--- src/common/serial_comm_pkg.sv ---
// constants, types and framing limits for the serial communication block
// What this block does
// - selection internal with operation external is invalid: block stays silent
// - both selectors zero: everything internal, works in Active and Sleep only
// - mixed setting: external selection detection sets a sticky wakeup cause
// - mixed setting: both halves run in Active, only selection in Deep-Sleep
// - mixed setting in Sleep: internal logic completes the selected transfer
// - mixed setting in Deep-Sleep: transfer answered with all ones
// - both selectors one: external operation in all modes, memory reached externally
// - memory conflicts insert wait states when bit is 1 or operation is internal, bus errors when 0 with external operation
// - character is start bit, data bits, optional parity, stop bits
// - data field defaults to eight bits, configurable four to nine
// - stop interval set in half bits, from one to four bits
// - parity even or odd, generated and checked, standard and smart-card
// - infrared mode forces parity off
// - received parity bit flags single bit errors
// - bit rate at most 3 Mbps, bit period programmable in clocks
// - the UART runs only on the internal clock
// - LIN collision, break detection and bit period measurement
// - smart-card mode can answer a bad character with a negative acknowledge
// - selection and operation selectors: 0 internal, 1 external
// - memory-slave mode uses the SRAM as addressable memory
// - start bit 0, stop bits 1, idle line 1
// - receiver resynchronises on each falling edge into a start bit
package serial_comm_pkg;
  typedef enum logic [1:0] {PWR_ACTIVE, PWR_SLEEP, PWR_DEEPSLEEP} power_mode_e;
  typedef enum logic [1:0] {UART_STD, UART_SMARTCARD, UART_IRDA} uart_mode_e;
  typedef struct packed {
    logic selectionClockSourceSel;
    logic operationClockSourceSel;
    logic waitOnConflict;
  } spi_cfg_s;
  typedef struct packed {
    logic [3:0] dataBits;
    logic [3:0] stopHalfBits;
    logic parityEn;
    logic parityOdd;
    uart_mode_e mode;
  } uart_cfg_s;
  typedef struct packed {
    logic [8:0] data;
    logic parityErr;
    logic frameErr;
    logic breakSeen;
  } uart_rx_s;
  localparam logic [7:0] SPI_IDLE_BYTE = 8'hFF;
  localparam int SPI_WRITE_BIT = 7;
  localparam int SPI_ADDR_BITS_MAX = 7;
  localparam logic [2:0] SPI_LAST_BIT = 3'h7;
  localparam logic [3:0] DATA_BITS_MIN = 4'h4;
  localparam logic [3:0] DATA_BITS_MAX = 4'h9;
  localparam logic [3:0] DATA_BITS_DEFAULT = 4'h8;
  localparam logic [3:0] STOP_HALF_MIN = 4'h2;
  localparam logic [3:0] STOP_HALF_MAX = 4'h8;
  localparam logic [3:0] HALVES_PER_BIT = 4'h2;
  localparam int CLK_FREQ_HZ = 100_000_000;
  localparam int UART_MAX_BPS = 3_000_000;
  // least half bit period, rounded up to whole cycles
  localparam int MIN_HALF_INT = (CLK_FREQ_HZ + 2 * UART_MAX_BPS - 1)
                                / (2 * UART_MAX_BPS);
  localparam logic [7:0] MIN_HALF_CYCLES = MIN_HALF_INT[7:0];
  localparam int SYNC_RX = 3;
  localparam int SYNC_SSN = 2;
  localparam int SYNC_SCLK = 1;
  localparam int SYNC_MOSI = 0;
endpackage

--- src/rtl/serial_comm_block.sv ---
// spi memory slave with clock-source settings and a uart transceiver
`timescale 1ns/1ps
module serial_comm_block
  import serial_comm_pkg::*;
#(
  parameter int ADDR_BITS = 5
)
(
  input wire logic clk,
  input wire logic arst_n,
  input wire power_mode_e powerMode,
  input wire spi_cfg_s spiCfg,
  input wire logic spiSclk,
  input wire logic spiSsN,
  input wire logic spiMosi,
  output logic spiMiso,
  output logic spiMisoOe,
  input wire logic wakeupMask,
  input wire logic wakeupClear,
  output logic wakeupCause,
  output logic wakeupIrq,
  input wire logic cpuReq,
  input wire logic cpuWe,
  input wire logic [ADDR_BITS-1:0] cpuAddr,
  input wire logic [7:0] cpuWdata,
  output logic cpuAck,
  output logic cpuErr,
  output logic cpuWait,
  output logic [7:0] cpuRdata,
  input wire uart_cfg_s uartCfg,
  input wire logic [7:0] halfBitCycles,
  input wire logic txValid,
  input wire logic [8:0] txData,
  output logic txReady,
  output logic uartTx,
  input wire logic uartRx,
  output logic rxValid,
  output uart_rx_s rxWord,
  output logic collision,
  output logic [15:0] lowRunCycles
);
  localparam int DEPTH = 1 << ADDR_BITS;
  initial
  begin
    if (ADDR_BITS < 1 || ADDR_BITS > SPI_ADDR_BITS_MAX)
      $error("ADDR_BITS out of range");
  end

  logic [1:0] rstSync;
  logic rstN;
  always_ff @(posedge clk or negedge arst_n)
  begin
    if (!arst_n)
      rstSync <= 2'b00;
    else
      rstSync <= {rstSync[0], 1'b1};
  end
  assign rstN = rstSync[1];

  // pins and the spi clock come from outside: two flops first
  logic [3:0] sync1, sync2;
  logic sclkPrev_reg, ssPrev_reg;
  always_ff @(posedge clk or negedge rstN)
  begin
    if (!rstN)
    begin
      // reset to the idle levels of the pins so no false edge follows
      sync1 <= 4'hC;
      sync2 <= 4'hC;
      sclkPrev_reg <= 1'b0;
      ssPrev_reg <= 1'b1;
    end
    else
    begin
      sync1 <= {uartRx, spiSsN, spiSclk, spiMosi};
      sync2 <= sync1;
      sclkPrev_reg <= sync2[SYNC_SCLK];
      ssPrev_reg <= sync2[SYNC_SSN];
    end
  end
  logic sclkRise, sclkFall, selEdge, rxSync;
  assign sclkRise = sync2[SYNC_SCLK] && !sclkPrev_reg;
  assign sclkFall = !sync2[SYNC_SCLK] && sclkPrev_reg;
  assign selEdge = ssPrev_reg && !sync2[SYNC_SSN];
  assign rxSync = sync2[SYNC_RX];

  logic invalidCfg, extOp, mixedCfg, intOnly, deepSleep, respond;
  assign invalidCfg = !spiCfg.selectionClockSourceSel
                      && spiCfg.operationClockSourceSel;
  assign extOp = spiCfg.selectionClockSourceSel
                 && spiCfg.operationClockSourceSel;
  assign mixedCfg = spiCfg.selectionClockSourceSel
                    && !spiCfg.operationClockSourceSel;
  assign intOnly = !spiCfg.selectionClockSourceSel
                   && !spiCfg.operationClockSourceSel;
  assign deepSleep = powerMode == PWR_DEEPSLEEP;
  // internal-only operation stops in deep sleep
  assign respond = !invalidCfg && !(intOnly && deepSleep);

  logic [7:0] mem_reg [DEPTH];
  logic [7:0] mem_next [DEPTH];
  logic selected_reg, selected_next;
  logic [2:0] bitCnt_reg, bitCnt_next;
  logic [7:0] rxShift_reg, rxShift_next, txShift_reg, txShift_next;
  logic [ADDR_BITS-1:0] addr_reg, addr_next;
  logic writeMode_reg, writeMode_next, first_reg, first_next;
  logic nack_reg, nack_next, miso_reg, miso_next, oe_reg, oe_next;
  logic wake_reg, wake_next, irq_reg, irq_next;
  logic ack_reg, ack_next, err_reg, err_next, wait_reg, wait_next;
  logic [7:0] rdata_reg, rdata_next;
  logic [7:0] byteVal;
  logic byteDone, spiAcc, spiWr, conflict;
  logic [ADDR_BITS-1:0] accAddr;

  assign byteVal = {rxShift_reg[6:0], sync2[SYNC_MOSI]};
  assign byteDone = selected_reg && sclkRise && bitCnt_reg == SPI_LAST_BIT;
  // sram as an addressable array: first byte is write flag and address
  assign spiAcc = byteDone && !nack_reg
                  && !(first_reg && byteVal[SPI_WRITE_BIT]);
  assign spiWr = spiAcc && !first_reg && writeMode_reg;
  assign accAddr = (first_reg || writeMode_reg) ?
                   (first_reg ? byteVal[ADDR_BITS-1:0] : addr_reg) :
                   addr_reg + {{(ADDR_BITS-1){1'b0}}, 1'b1};
  assign conflict = cpuReq && spiAcc;

  always_comb
  begin
    selected_next = selected_reg;
    bitCnt_next = bitCnt_reg;
    rxShift_next = rxShift_reg;
    txShift_next = txShift_reg;
    addr_next = addr_reg;
    writeMode_next = writeMode_reg;
    first_next = first_reg;
    nack_next = nack_reg;
    miso_next = miso_reg;
    if (selEdge)
    begin
      selected_next = respond;
      // deep sleep in the mixed setting: only selection is alive
      nack_next = mixedCfg && deepSleep;
      txShift_next = SPI_IDLE_BYTE;
      miso_next = 1'b1;
      bitCnt_next = 3'h0;
      first_next = 1'b1;
    end
    else if (sync2[SYNC_SSN])
      selected_next = 1'b0;
    else if (selected_reg)
    begin
      // in sleep the mixed setting runs the transfer here
      if (sclkRise)
      begin
        rxShift_next = byteVal;
        bitCnt_next = bitCnt_reg + 3'h1;
      end
      if (byteDone)
      begin
        first_next = 1'b0;
        if (first_reg)
        begin
          addr_next = byteVal[ADDR_BITS-1:0];
          writeMode_next = byteVal[SPI_WRITE_BIT];
        end
        else
          addr_next = writeMode_reg ?
                      addr_reg + {{(ADDR_BITS-1){1'b0}}, 1'b1} : accAddr;
        txShift_next = nack_reg ? SPI_IDLE_BYTE : mem_reg[accAddr];
      end
      if (sclkFall)
      begin
        miso_next = txShift_reg[7];
        txShift_next = {txShift_reg[6:0], 1'b1};
      end
    end
  end

  always_comb
  begin
    mem_next = mem_reg;
    ack_next = 1'b0;
    err_next = 1'b0;
    wait_next = 1'b0;
    rdata_next = rdata_reg;
    oe_next = selected_next;
    // set wins over a clear in the same cycle
    wake_next = (wake_reg && !wakeupClear) || (selEdge && mixedCfg);
    // mask is software's to set per power mode
    irq_next = wake_next && wakeupMask;
    if (spiWr)
      mem_next[addr_reg] = byteVal;
    if (conflict)
    begin
      // internal spi accesses always stall the cpu; only external ones err
      if (spiCfg.waitOnConflict || !extOp)
        wait_next = 1'b1;
      else
      begin
        ack_next = 1'b1;
        err_next = 1'b1;
      end
    end
    else if (cpuReq)
    begin
      ack_next = 1'b1;
      if (cpuWe)
        mem_next[cpuAddr] = cpuWdata;
      else
        rdata_next = mem_reg[cpuAddr];
    end
  end

  always_ff @(posedge clk or negedge rstN)
  begin
    if (!rstN)
    begin
      selected_reg <= 1'b0;
      bitCnt_reg <= 3'h0;
      rxShift_reg <= 8'h00;
      txShift_reg <= SPI_IDLE_BYTE;
      addr_reg <= '0;
      writeMode_reg <= 1'b0;
      first_reg <= 1'b1;
      nack_reg <= 1'b0;
      miso_reg <= 1'b1;
      oe_reg <= 1'b0;
      wake_reg <= 1'b0;
      irq_reg <= 1'b0;
      ack_reg <= 1'b0;
      err_reg <= 1'b0;
      wait_reg <= 1'b0;
      rdata_reg <= 8'h00;
      for (int i = 0; i < DEPTH; i++)
        mem_reg[i] <= 8'h00;
    end
    else
    begin
      selected_reg <= selected_next;
      bitCnt_reg <= bitCnt_next;
      rxShift_reg <= rxShift_next;
      txShift_reg <= txShift_next;
      addr_reg <= addr_next;
      writeMode_reg <= writeMode_next;
      first_reg <= first_next;
      nack_reg <= nack_next;
      miso_reg <= miso_next;
      oe_reg <= oe_next;
      wake_reg <= wake_next;
      irq_reg <= irq_next;
      ack_reg <= ack_next;
      err_reg <= err_next;
      wait_reg <= wait_next;
      rdata_reg <= rdata_next;
      mem_reg <= mem_next;
    end
  end

  // uart transmitter, internal clock only
  typedef enum logic [2:0] {TX_IDLE, TX_START, TX_DATA, TX_PARITY, TX_STOP,
                            TX_NACK} tx_state_e;
  tx_state_e tx_reg, tx_next;
  logic [7:0] timer_reg, timer_next, halfEff;
  logic [3:0] halves_reg, halves_next, idx_reg, idx_next, stopHalves;
  logic [8:0] txBuf_reg, txBuf_next;
  logic pin_reg, pin_next, ready_reg, ready_next, coll_reg, coll_next;
  logic parityOn, halfDone, rxDone, nackReq;
  uart_rx_s rxW;

  // bit period never shorter than the fastest rate allows
  assign halfEff = halfBitCycles < MIN_HALF_CYCLES ? MIN_HALF_CYCLES
                   : halfBitCycles;
  assign stopHalves = uartCfg.stopHalfBits < STOP_HALF_MIN ? STOP_HALF_MIN
                      : uartCfg.stopHalfBits > STOP_HALF_MAX ? STOP_HALF_MAX
                      : uartCfg.stopHalfBits;
  assign parityOn = uartCfg.parityEn && uartCfg.mode != UART_IRDA;
  assign halfDone = timer_reg == 8'h00;
  assign nackReq = rxDone && rxW.parityErr
                   && uartCfg.mode == UART_SMARTCARD;

  always_comb
  begin
    tx_next = tx_reg;
    timer_next = halfDone ? halfEff - 8'h01 : timer_reg - 8'h01;
    halves_next = halves_reg;
    idx_next = idx_reg;
    txBuf_next = txBuf_reg;
    coll_next = 1'b0;
    if (halfDone && halves_reg != 4'h0)
      halves_next = halves_reg - 4'h1;
    // mid-bit check of a driven bit against the line
    if (halfDone && halves_reg == HALVES_PER_BIT && tx_reg != TX_IDLE
        && tx_reg != TX_NACK && uartCfg.mode == UART_STD)
      coll_next = rxSync != pin_reg;
    unique case (tx_reg)
      TX_IDLE:
        if (nackReq)
        begin
          tx_next = TX_NACK;
          halves_next = HALVES_PER_BIT;
          timer_next = halfEff - 8'h01;
        end
        else if (txValid && ready_reg)
        begin
          tx_next = TX_START;
          txBuf_next = txData;
          idx_next = 4'h0;
          halves_next = HALVES_PER_BIT;
          timer_next = halfEff - 8'h01;
        end
      TX_START, TX_DATA, TX_PARITY, TX_NACK:
        if (halfDone && halves_reg == 4'h1)
        begin
          halves_next = HALVES_PER_BIT;
          if (tx_reg == TX_NACK)
            tx_next = TX_IDLE;
          else if (tx_reg == TX_PARITY)
          begin
            tx_next = TX_STOP;
            halves_next = stopHalves;
          end
          else if (tx_reg == TX_DATA && idx_reg == uartCfg.dataBits - 4'h1)
          begin
            tx_next = parityOn ? TX_PARITY : TX_STOP;
            halves_next = parityOn ? HALVES_PER_BIT : stopHalves;
          end
          else
          begin
            if (tx_reg == TX_DATA)
              idx_next = idx_reg + 4'h1;
            tx_next = TX_DATA;
          end
        end
      TX_STOP:
        if (halfDone && halves_reg == 4'h1)
          tx_next = TX_IDLE;
      default:
        tx_next = TX_IDLE;
    endcase
    ready_next = tx_next == TX_IDLE && !nackReq;
    unique case (tx_next)
      TX_START, TX_NACK:
        pin_next = 1'b0;
      TX_DATA:
        pin_next = txBuf_next[idx_next];
      // parity over the data field only
      TX_PARITY:
        pin_next = ^(txBuf_reg & ~(9'h1FF << uartCfg.dataBits))
                   ^ uartCfg.parityOdd;
      default:
        pin_next = 1'b1;
    endcase
  end

  always_ff @(posedge clk or negedge rstN)
  begin
    if (!rstN)
    begin
      tx_reg <= TX_IDLE;
      timer_reg <= 8'h00;
      halves_reg <= 4'h0;
      idx_reg <= 4'h0;
      txBuf_reg <= 9'h000;
      pin_reg <= 1'b1;
      ready_reg <= 1'b0;
      coll_reg <= 1'b0;
    end
    else
    begin
      tx_reg <= tx_next;
      timer_reg <= timer_next;
      halves_reg <= halves_next;
      idx_reg <= idx_next;
      txBuf_reg <= txBuf_next;
      pin_reg <= pin_next;
      ready_reg <= ready_next;
      coll_reg <= coll_next;
    end
  end

  uart_rx rxUnit (
    .clk(clk),
    .rstN(rstN),
    .rxIn(rxSync),
    .cfg(uartCfg),
    .halfCycles(halfEff),
    .rxValid(rxDone),
    .rxWord(rxW),
    .lowRunCycles(lowRunCycles)
  );

  assign spiMiso = miso_reg;
  assign spiMisoOe = oe_reg;
  assign wakeupCause = wake_reg;
  assign wakeupIrq = irq_reg;
  assign cpuAck = ack_reg;
  assign cpuErr = err_reg;
  assign cpuWait = wait_reg;
  assign cpuRdata = rdata_reg;
  assign txReady = ready_reg;
  assign uartTx = pin_reg;
  assign rxValid = rxDone;
  assign rxWord = rxW;
  assign collision = coll_reg;
endmodule

--- src/rtl/uart_rx.sv ---
// uart receiver with parity check, break flag and low-run measurement
`timescale 1ns/1ps
module uart_rx
  import serial_comm_pkg::*;
(
  input wire logic clk,
  input wire logic rstN,
  input wire logic rxIn,
  input wire uart_cfg_s cfg,
  input wire logic [7:0] halfCycles,
  output logic rxValid,
  output uart_rx_s rxWord,
  output logic [15:0] lowRunCycles
);
  typedef enum logic [2:0] {RX_IDLE, RX_START, RX_DATA, RX_PARITY, RX_STOP}
    rx_state_e;
  rx_state_e state_reg, state_next;
  logic [8:0] timer_reg, timer_next;
  logic [3:0] idx_reg, idx_next;
  logic [8:0] data_reg, data_next;
  logic perr_reg, perr_next;
  logic valid_reg, valid_next;
  uart_rx_s word_reg, word_next;
  logic rxPrev_reg;
  logic [15:0] run_reg, run_next, meas_reg, meas_next;
  logic parityOn;
  logic [8:0] fullBit;
  assign parityOn = cfg.parityEn && cfg.mode != UART_IRDA;
  assign fullBit = {halfCycles, 1'b0};
  always_comb
  begin
    state_next = state_reg;
    timer_next = timer_reg;
    idx_next = idx_reg;
    data_next = data_reg;
    perr_next = perr_reg;
    valid_next = 1'b0;
    word_next = word_reg;
    if (timer_reg != 9'h000)
      timer_next = timer_reg - 9'h001;
    unique case (state_reg)
      RX_IDLE:
        if (rxPrev_reg && !rxIn)
        begin
          state_next = RX_START;
          timer_next = {1'b0, halfCycles};
          data_next = 9'h000;
          idx_next = 4'h0;
          perr_next = 1'b0;
        end
      RX_START:
        if (timer_reg == 9'h000)
        begin
          // glitch shorter than half a bit is dropped
          state_next = rxIn ? RX_IDLE : RX_DATA;
          timer_next = fullBit;
        end
      RX_DATA:
        if (timer_reg == 9'h000)
        begin
          data_next[idx_reg] = rxIn;
          idx_next = idx_reg + 4'h1;
          timer_next = fullBit;
          if (idx_reg == cfg.dataBits - 4'h1)
            state_next = parityOn ? RX_PARITY : RX_STOP;
        end
      RX_PARITY:
        if (timer_reg == 9'h000)
        begin
          // data bits above the field width stay zero
          perr_next = rxIn != (^data_reg ^ cfg.parityOdd);
          state_next = RX_STOP;
          timer_next = fullBit;
        end
      RX_STOP:
        if (timer_reg == 9'h000)
        begin
          valid_next = 1'b1;
          word_next.data = data_reg;
          word_next.parityErr = perr_reg;
          word_next.frameErr = !rxIn;
          word_next.breakSeen = !rxIn && data_reg == 9'h000;
          state_next = RX_IDLE;
        end
      default:
        state_next = RX_IDLE;
    endcase
  end
  always_comb
  begin
    run_next = rxIn ? 16'h0000 : run_reg + {15'h0000, run_reg != 16'hFFFF};
    meas_next = meas_reg;
    if (!rxPrev_reg && rxIn)
      meas_next = run_reg;
  end
  always_ff @(posedge clk or negedge rstN)
  begin
    if (!rstN)
    begin
      state_reg <= RX_IDLE;
      timer_reg <= 9'h000;
      idx_reg <= 4'h0;
      data_reg <= 9'h000;
      perr_reg <= 1'b0;
      valid_reg <= 1'b0;
      word_reg <= '0;
      rxPrev_reg <= 1'b1;
      run_reg <= 16'h0000;
      meas_reg <= 16'h0000;
    end
    else
    begin
      state_reg <= state_next;
      timer_reg <= timer_next;
      idx_reg <= idx_next;
      data_reg <= data_next;
      perr_reg <= perr_next;
      valid_reg <= valid_next;
      word_reg <= word_next;
      rxPrev_reg <= rxIn;
      run_reg <= run_next;
      meas_reg <= meas_next;
    end
  end
  assign rxValid = valid_reg;
  assign rxWord = word_reg;
  assign lowRunCycles = meas_reg;
endmodule
--- config.mk ---
export PLATFORM = sky130hd
export DESIGN_NAME = serial_comm_block
export DESIGN_NICKNAME = d
export VERILOG_FILES = /design/src/common/serial_comm_pkg.sv /design/src/rtl/serial_comm_block.sv /design/src/rtl/uart_rx.sv
export SDC_FILE = /design/constraint.sdc
export NUM_CORES = 1
export LEC_CHECK = 0
export BUFFER_PORTS_ARGS = -buffer_cell sky130_fd_sc_hd__buf_2
export CAP_MARGIN = 40
export CELL_PAD_IN_SITES_DETAIL_PLACEMENT = 1
export CELL_PAD_IN_SITES_GLOBAL_PLACEMENT = 1
export CORE_ASPECT_RATIO = 1.25
export CORE_MARGIN = 2
export CORE_UTILIZATION = 50
export DETAILED_ROUTE_END_ITERATION = 7
export GPL_TIMING_DRIVEN = 0
export PLACE_DENSITY_LB_ADDON = 0.08
export SYNTH_ARGS = -nofsm -noshare
export SYNTH_HDL_FRONTEND = slang
export SYNTH_SLANG_ARGS = --single-unit
--- constraint.sdc ---
create_clock -name clk -period 13.93 [get_ports clk]
set_input_delay 2.0895 -clock clk [delete_from_list [all_inputs] [get_ports clk]]
set_output_delay 2.0895 -clock clk [all_outputs]
set_load 0.005 [all_outputs]
==> flow_metrics.py <==
metrics = {
    "critical_path": {
        "critical_path_required_ns": 14.38,
        "r2r-end": "txShift_reg[2]",
        "path_max_fanout": 10,
        "path_cells": "buf_2, clkbuf_1, clkbuf_1, nand2_1, nor2_1, clkbuf_1, o21ai_0",
        "critical-path-max-stage-delay_ns": 0.85,
        "path_class": "in -> reg",
        "cp-end-kind": "flip-flop",
        "r2r-start": "addr_reg[0]",
        "r2r_slack_ns": 9.93,
        "crit_top_cell": "clkbuf_1",
        "arrival_ns": 5.87,
        "worst_setup_path_start_kind": "input port",
        "reg2reg_depth": 11,
        "crit_path_top_delay_cell": "nand2_1",
    },
    "power": {
        "ir_worst_vdd_uv": 105,
        "pwr_density_cell_mw_per_mm2": 136,
        "p_leak_nw": 12.7,
    },
    "timing": {
        "setup_viol": 0,
        "slew_violations": 0,
        "relSlewSlack_pct": 31.0,
        "skew_ns": 0.0171,
        "tightest_slew_ns": 1.04,
        "rsz0062_at_grt": "no",
        "fin_hold_ws_ns": 0.355,
        "post-route-period-util_pct": 38.9,
        "period_needed_ns": 5.42,
        "hold_viol_final": 0,
        "max_freq_mhz": 184,
        "fin_tns_setup_ns": 0,
    },
    "clocking": {
        "clk_latency_ns": 0.60,
        "htreeDepth": 2,
        "clock-sinks": 412,
        "cts_tree": "built",
        "clk_pin_slew_ns": 0.06,
        "cts_made_buffers": 45,
        "cts_buffer_depth": 3,
        "cts-root-buf": "clkbuf_16",
        "cts_setup_buffers": 0,
        "postCtsHoldBufs": 0,
        "cts-resized-gates": 0,
    },
    "logic_synthesis": {
        "synth_cells": 2314,
        "synth_enable_flop_cells": 0,
        "synth-seq-cells": 412,
        "synth.area.top_cells": "dfrtp_1 41%, mux2i_1 13%, mux4_2 12%",
        "ys_seq_area_share_pct": 43.1,
        "synthArstFlopShare_pct": 100,
        "yosysTopAreaCell": "dfrtp_1",
        "syn_area_per_cell_um2": 10.4,
        "netlist_area_mm2": 0.0240,
        "ys.flop_type": "dfrtp_1",
        "syn_nets": 2401,
        "yosysWarnings": 0,
        "synth_top_area_share_pct": 41.2,
        "synth_cell_types": 77,
    },
    "floorplanning": {
        "die_w_um": 200,
        "coreArea_mm2": 0.0473,
        "start_util_pct": 50.7,
        "rows": 89,
        "die_h_um": 249,
        "fp.dieArea_mm2": 0.0498,
        "io_pins": 105,
    },
    "outcome": {
        "run_status": "finished, final reports clean",
    },
    "layout": {
        "area_delta_synth_final_pct": 14.8,
        "largest_reg_flops": 256,
        "drive_gt1_share_pct": 17.0,
        "fin_nets": 2600,
        "fill_cells": 5209,
    },
    "min_path": {
        "min_from": "sync1[3]",
        "hold_class": "reg -> reg",
        "holdPathEnd": "sync2[3]",
        "min_delay_path_depth": 0,
    },
    "route": {
        "drt-vias-per-instance": 6.50,
        "drt_iter0_markers": 1662,
        "dr_total_vias": 20700,
        "first_pass_iters": 5,
        "wl_per_cell_um": 30.3,
        "wl_mm": 96.7,
        "drc_errors": 0,
        "drtAntennaViolNets": 0,
    },
    "job": {
        "maxCapViolations": 0,
    },
    "global_routing": {
        "grt.total_usage_pct": 39.6,
        "grt_pass1_vias": 22100,
        "antenna_found_initial": 2,
        "grt_pass1_wl_mm": 143,
        "grt-ovfl-total": 0,
        "grt_max_degree": 62,
    },
    "placement": {
        "dp_hpwl_mm": 71.8,
        "gp_congestion": 0.988,
        "numPortBuffers": 102,
    },
}
## Yosys cell counts, types with 15 or more instances
library cell and count:
xor2_1 25, mux2_2 29, mux2i_1 323, o21ai_0 242, a221oi_1 15, nand2_1 345
nor3_1 29, buf_1 20, mux4_2 128, a22o_1 16, dfstp_2 17, a21oi_1 104
dfrtp_1 395, clkbuf_1 132, xnor2_1 29, nor2_1 170, inv_1 39, ha_1 29
nand3_1 23
## metrics by stage
step / utilization, % / instance area (µm²) / worst slack, ns / cells / total power (W)
3_5_place_dp: 54.9 / 26000 / 8.04 / 3099 / 0.00248
5_1_grt: 58.2 / 27500 / 8.45 / 3187 / 0.00387
3_3_place_gp: 53.5 / 25300 / -3.62 / 3053 / 0.00241
2_1_floorplan: - / 24000 / 1.63 / 2314 / 0.00208
6_report: 58.2 / 27500 / 8.51 / 3190 / 0.00375
4_1_cts: 58.1 / 27500 / 8.61 / 3183 / 0.00373
## logic make-up after synthesis
| kind of cell | synth area share [%] |
|---|---|
| other | 0.0156 |
| AOI/OAI and AO/OA | 10.8 |
| DFF | 43.1 |
| adders and majority gates | 1.55 |
| muxes | 26.9 |
| buffers and inverters | 3.33 |
| xor gates and xnor gates | 2.04 |
| and+or+nand+nor | 12.3 |
## worst max-delay path, delay by kind of cell
kind | cells | cell delay, ns
buffers and inverters | 4 | 2.06
AND/OR/NAND/NOR | 2 | 1.51
AO/OA/AOI/OAI | 1 | 0.18
## worst max path at each step
| stage | startpoint | end | cells after the start |
|---|---|---|---|
| finish | cpuAddr[1] | mem_reg[14] | 7 |
| global placement | rstSync[1] | txBuf_reg[1] | 0 |
| CTS | cpuAddr[1] | mem_reg[14] | 7 |
| detailed placement | cpuAddr[1] | mem_reg[15] | 7 |
| floorplan | rstSync[1] | addr_reg[0] | 0 |
| global route | cpuAddr[1] | mem_reg[14] | 7 |
## placed cells by master, fill, tap and decap left out, types with 12 or more instances in the layout
| master | n |
|---|---|
| mux2i_1 | 323 |
| xnor2_1 | 29 |
| a221oi_1 | 15 |
| xor2_1 | 25 |
| nor2_1 | 170 |
| a22oi_1 | 12 |
| clkbuf_16 | 47 |
| a21oi_1 | 104 |
| nand2_1 | 345 |
| or3_1 | 13 |
| a31oi_1 | 14 |
| buf_2 | 119 |
| clkbuf_1 | 143 |
| nor3_1 | 28 |
| buf_1 | 20 |
| dfstp_2 | 17 |
| buf_8 | 16 |
| buf_6 | 20 |
| mux2_2 | 29 |
| nor3b_1 | 12 |
| nand3_1 | 23 |
| inv_1 | 39 |
| ha_1 | 29 |
| a22o_1 | 16 |
| mux4_2 | 128 |
| dfrtp_1 | 394 |
| o21ai_0 | 242 |
## report_power, final
part | internal (W) | switching (W) | leakage, nW
sequential | 0.00138 | 0.000212 | 4.59
combinational | 0.000398 | 0.000507 | 7.32
clock | 0.000724 | 0.000527 | 0.752
total | 0.00251 | 0.00125 | 12.7
## metal layers
| metal | vias up | global-route usage (%) | routed length [µm] |
|---|---|---|---|
| met5 | - | 0 | 0 |
| met4 | 0 | 28.0 | 8240 |
| met3 | 354 | 8.27 | 7170 |
| met2 | 996 | 64.6 | 46600 |
| met1 | 10600 | 46.2 | 34700 |
| li1 | 8770 | - | - |
## area by class of cell
cell class,count,area [µm²],area share (%)
buffer,166,641,2.33
inverter,42,158,0.572
antenna,3,7.51,0.0273
multi-input combinational,1694,12900,46.7
clock inverter,17,174,0.631
tap,637,797,2.89
clock buffer,67,1340,4.87
sequential,412,10300,37.5
timing repair buffer,152,1220,4.42
(Power assumes the default switching activity.)
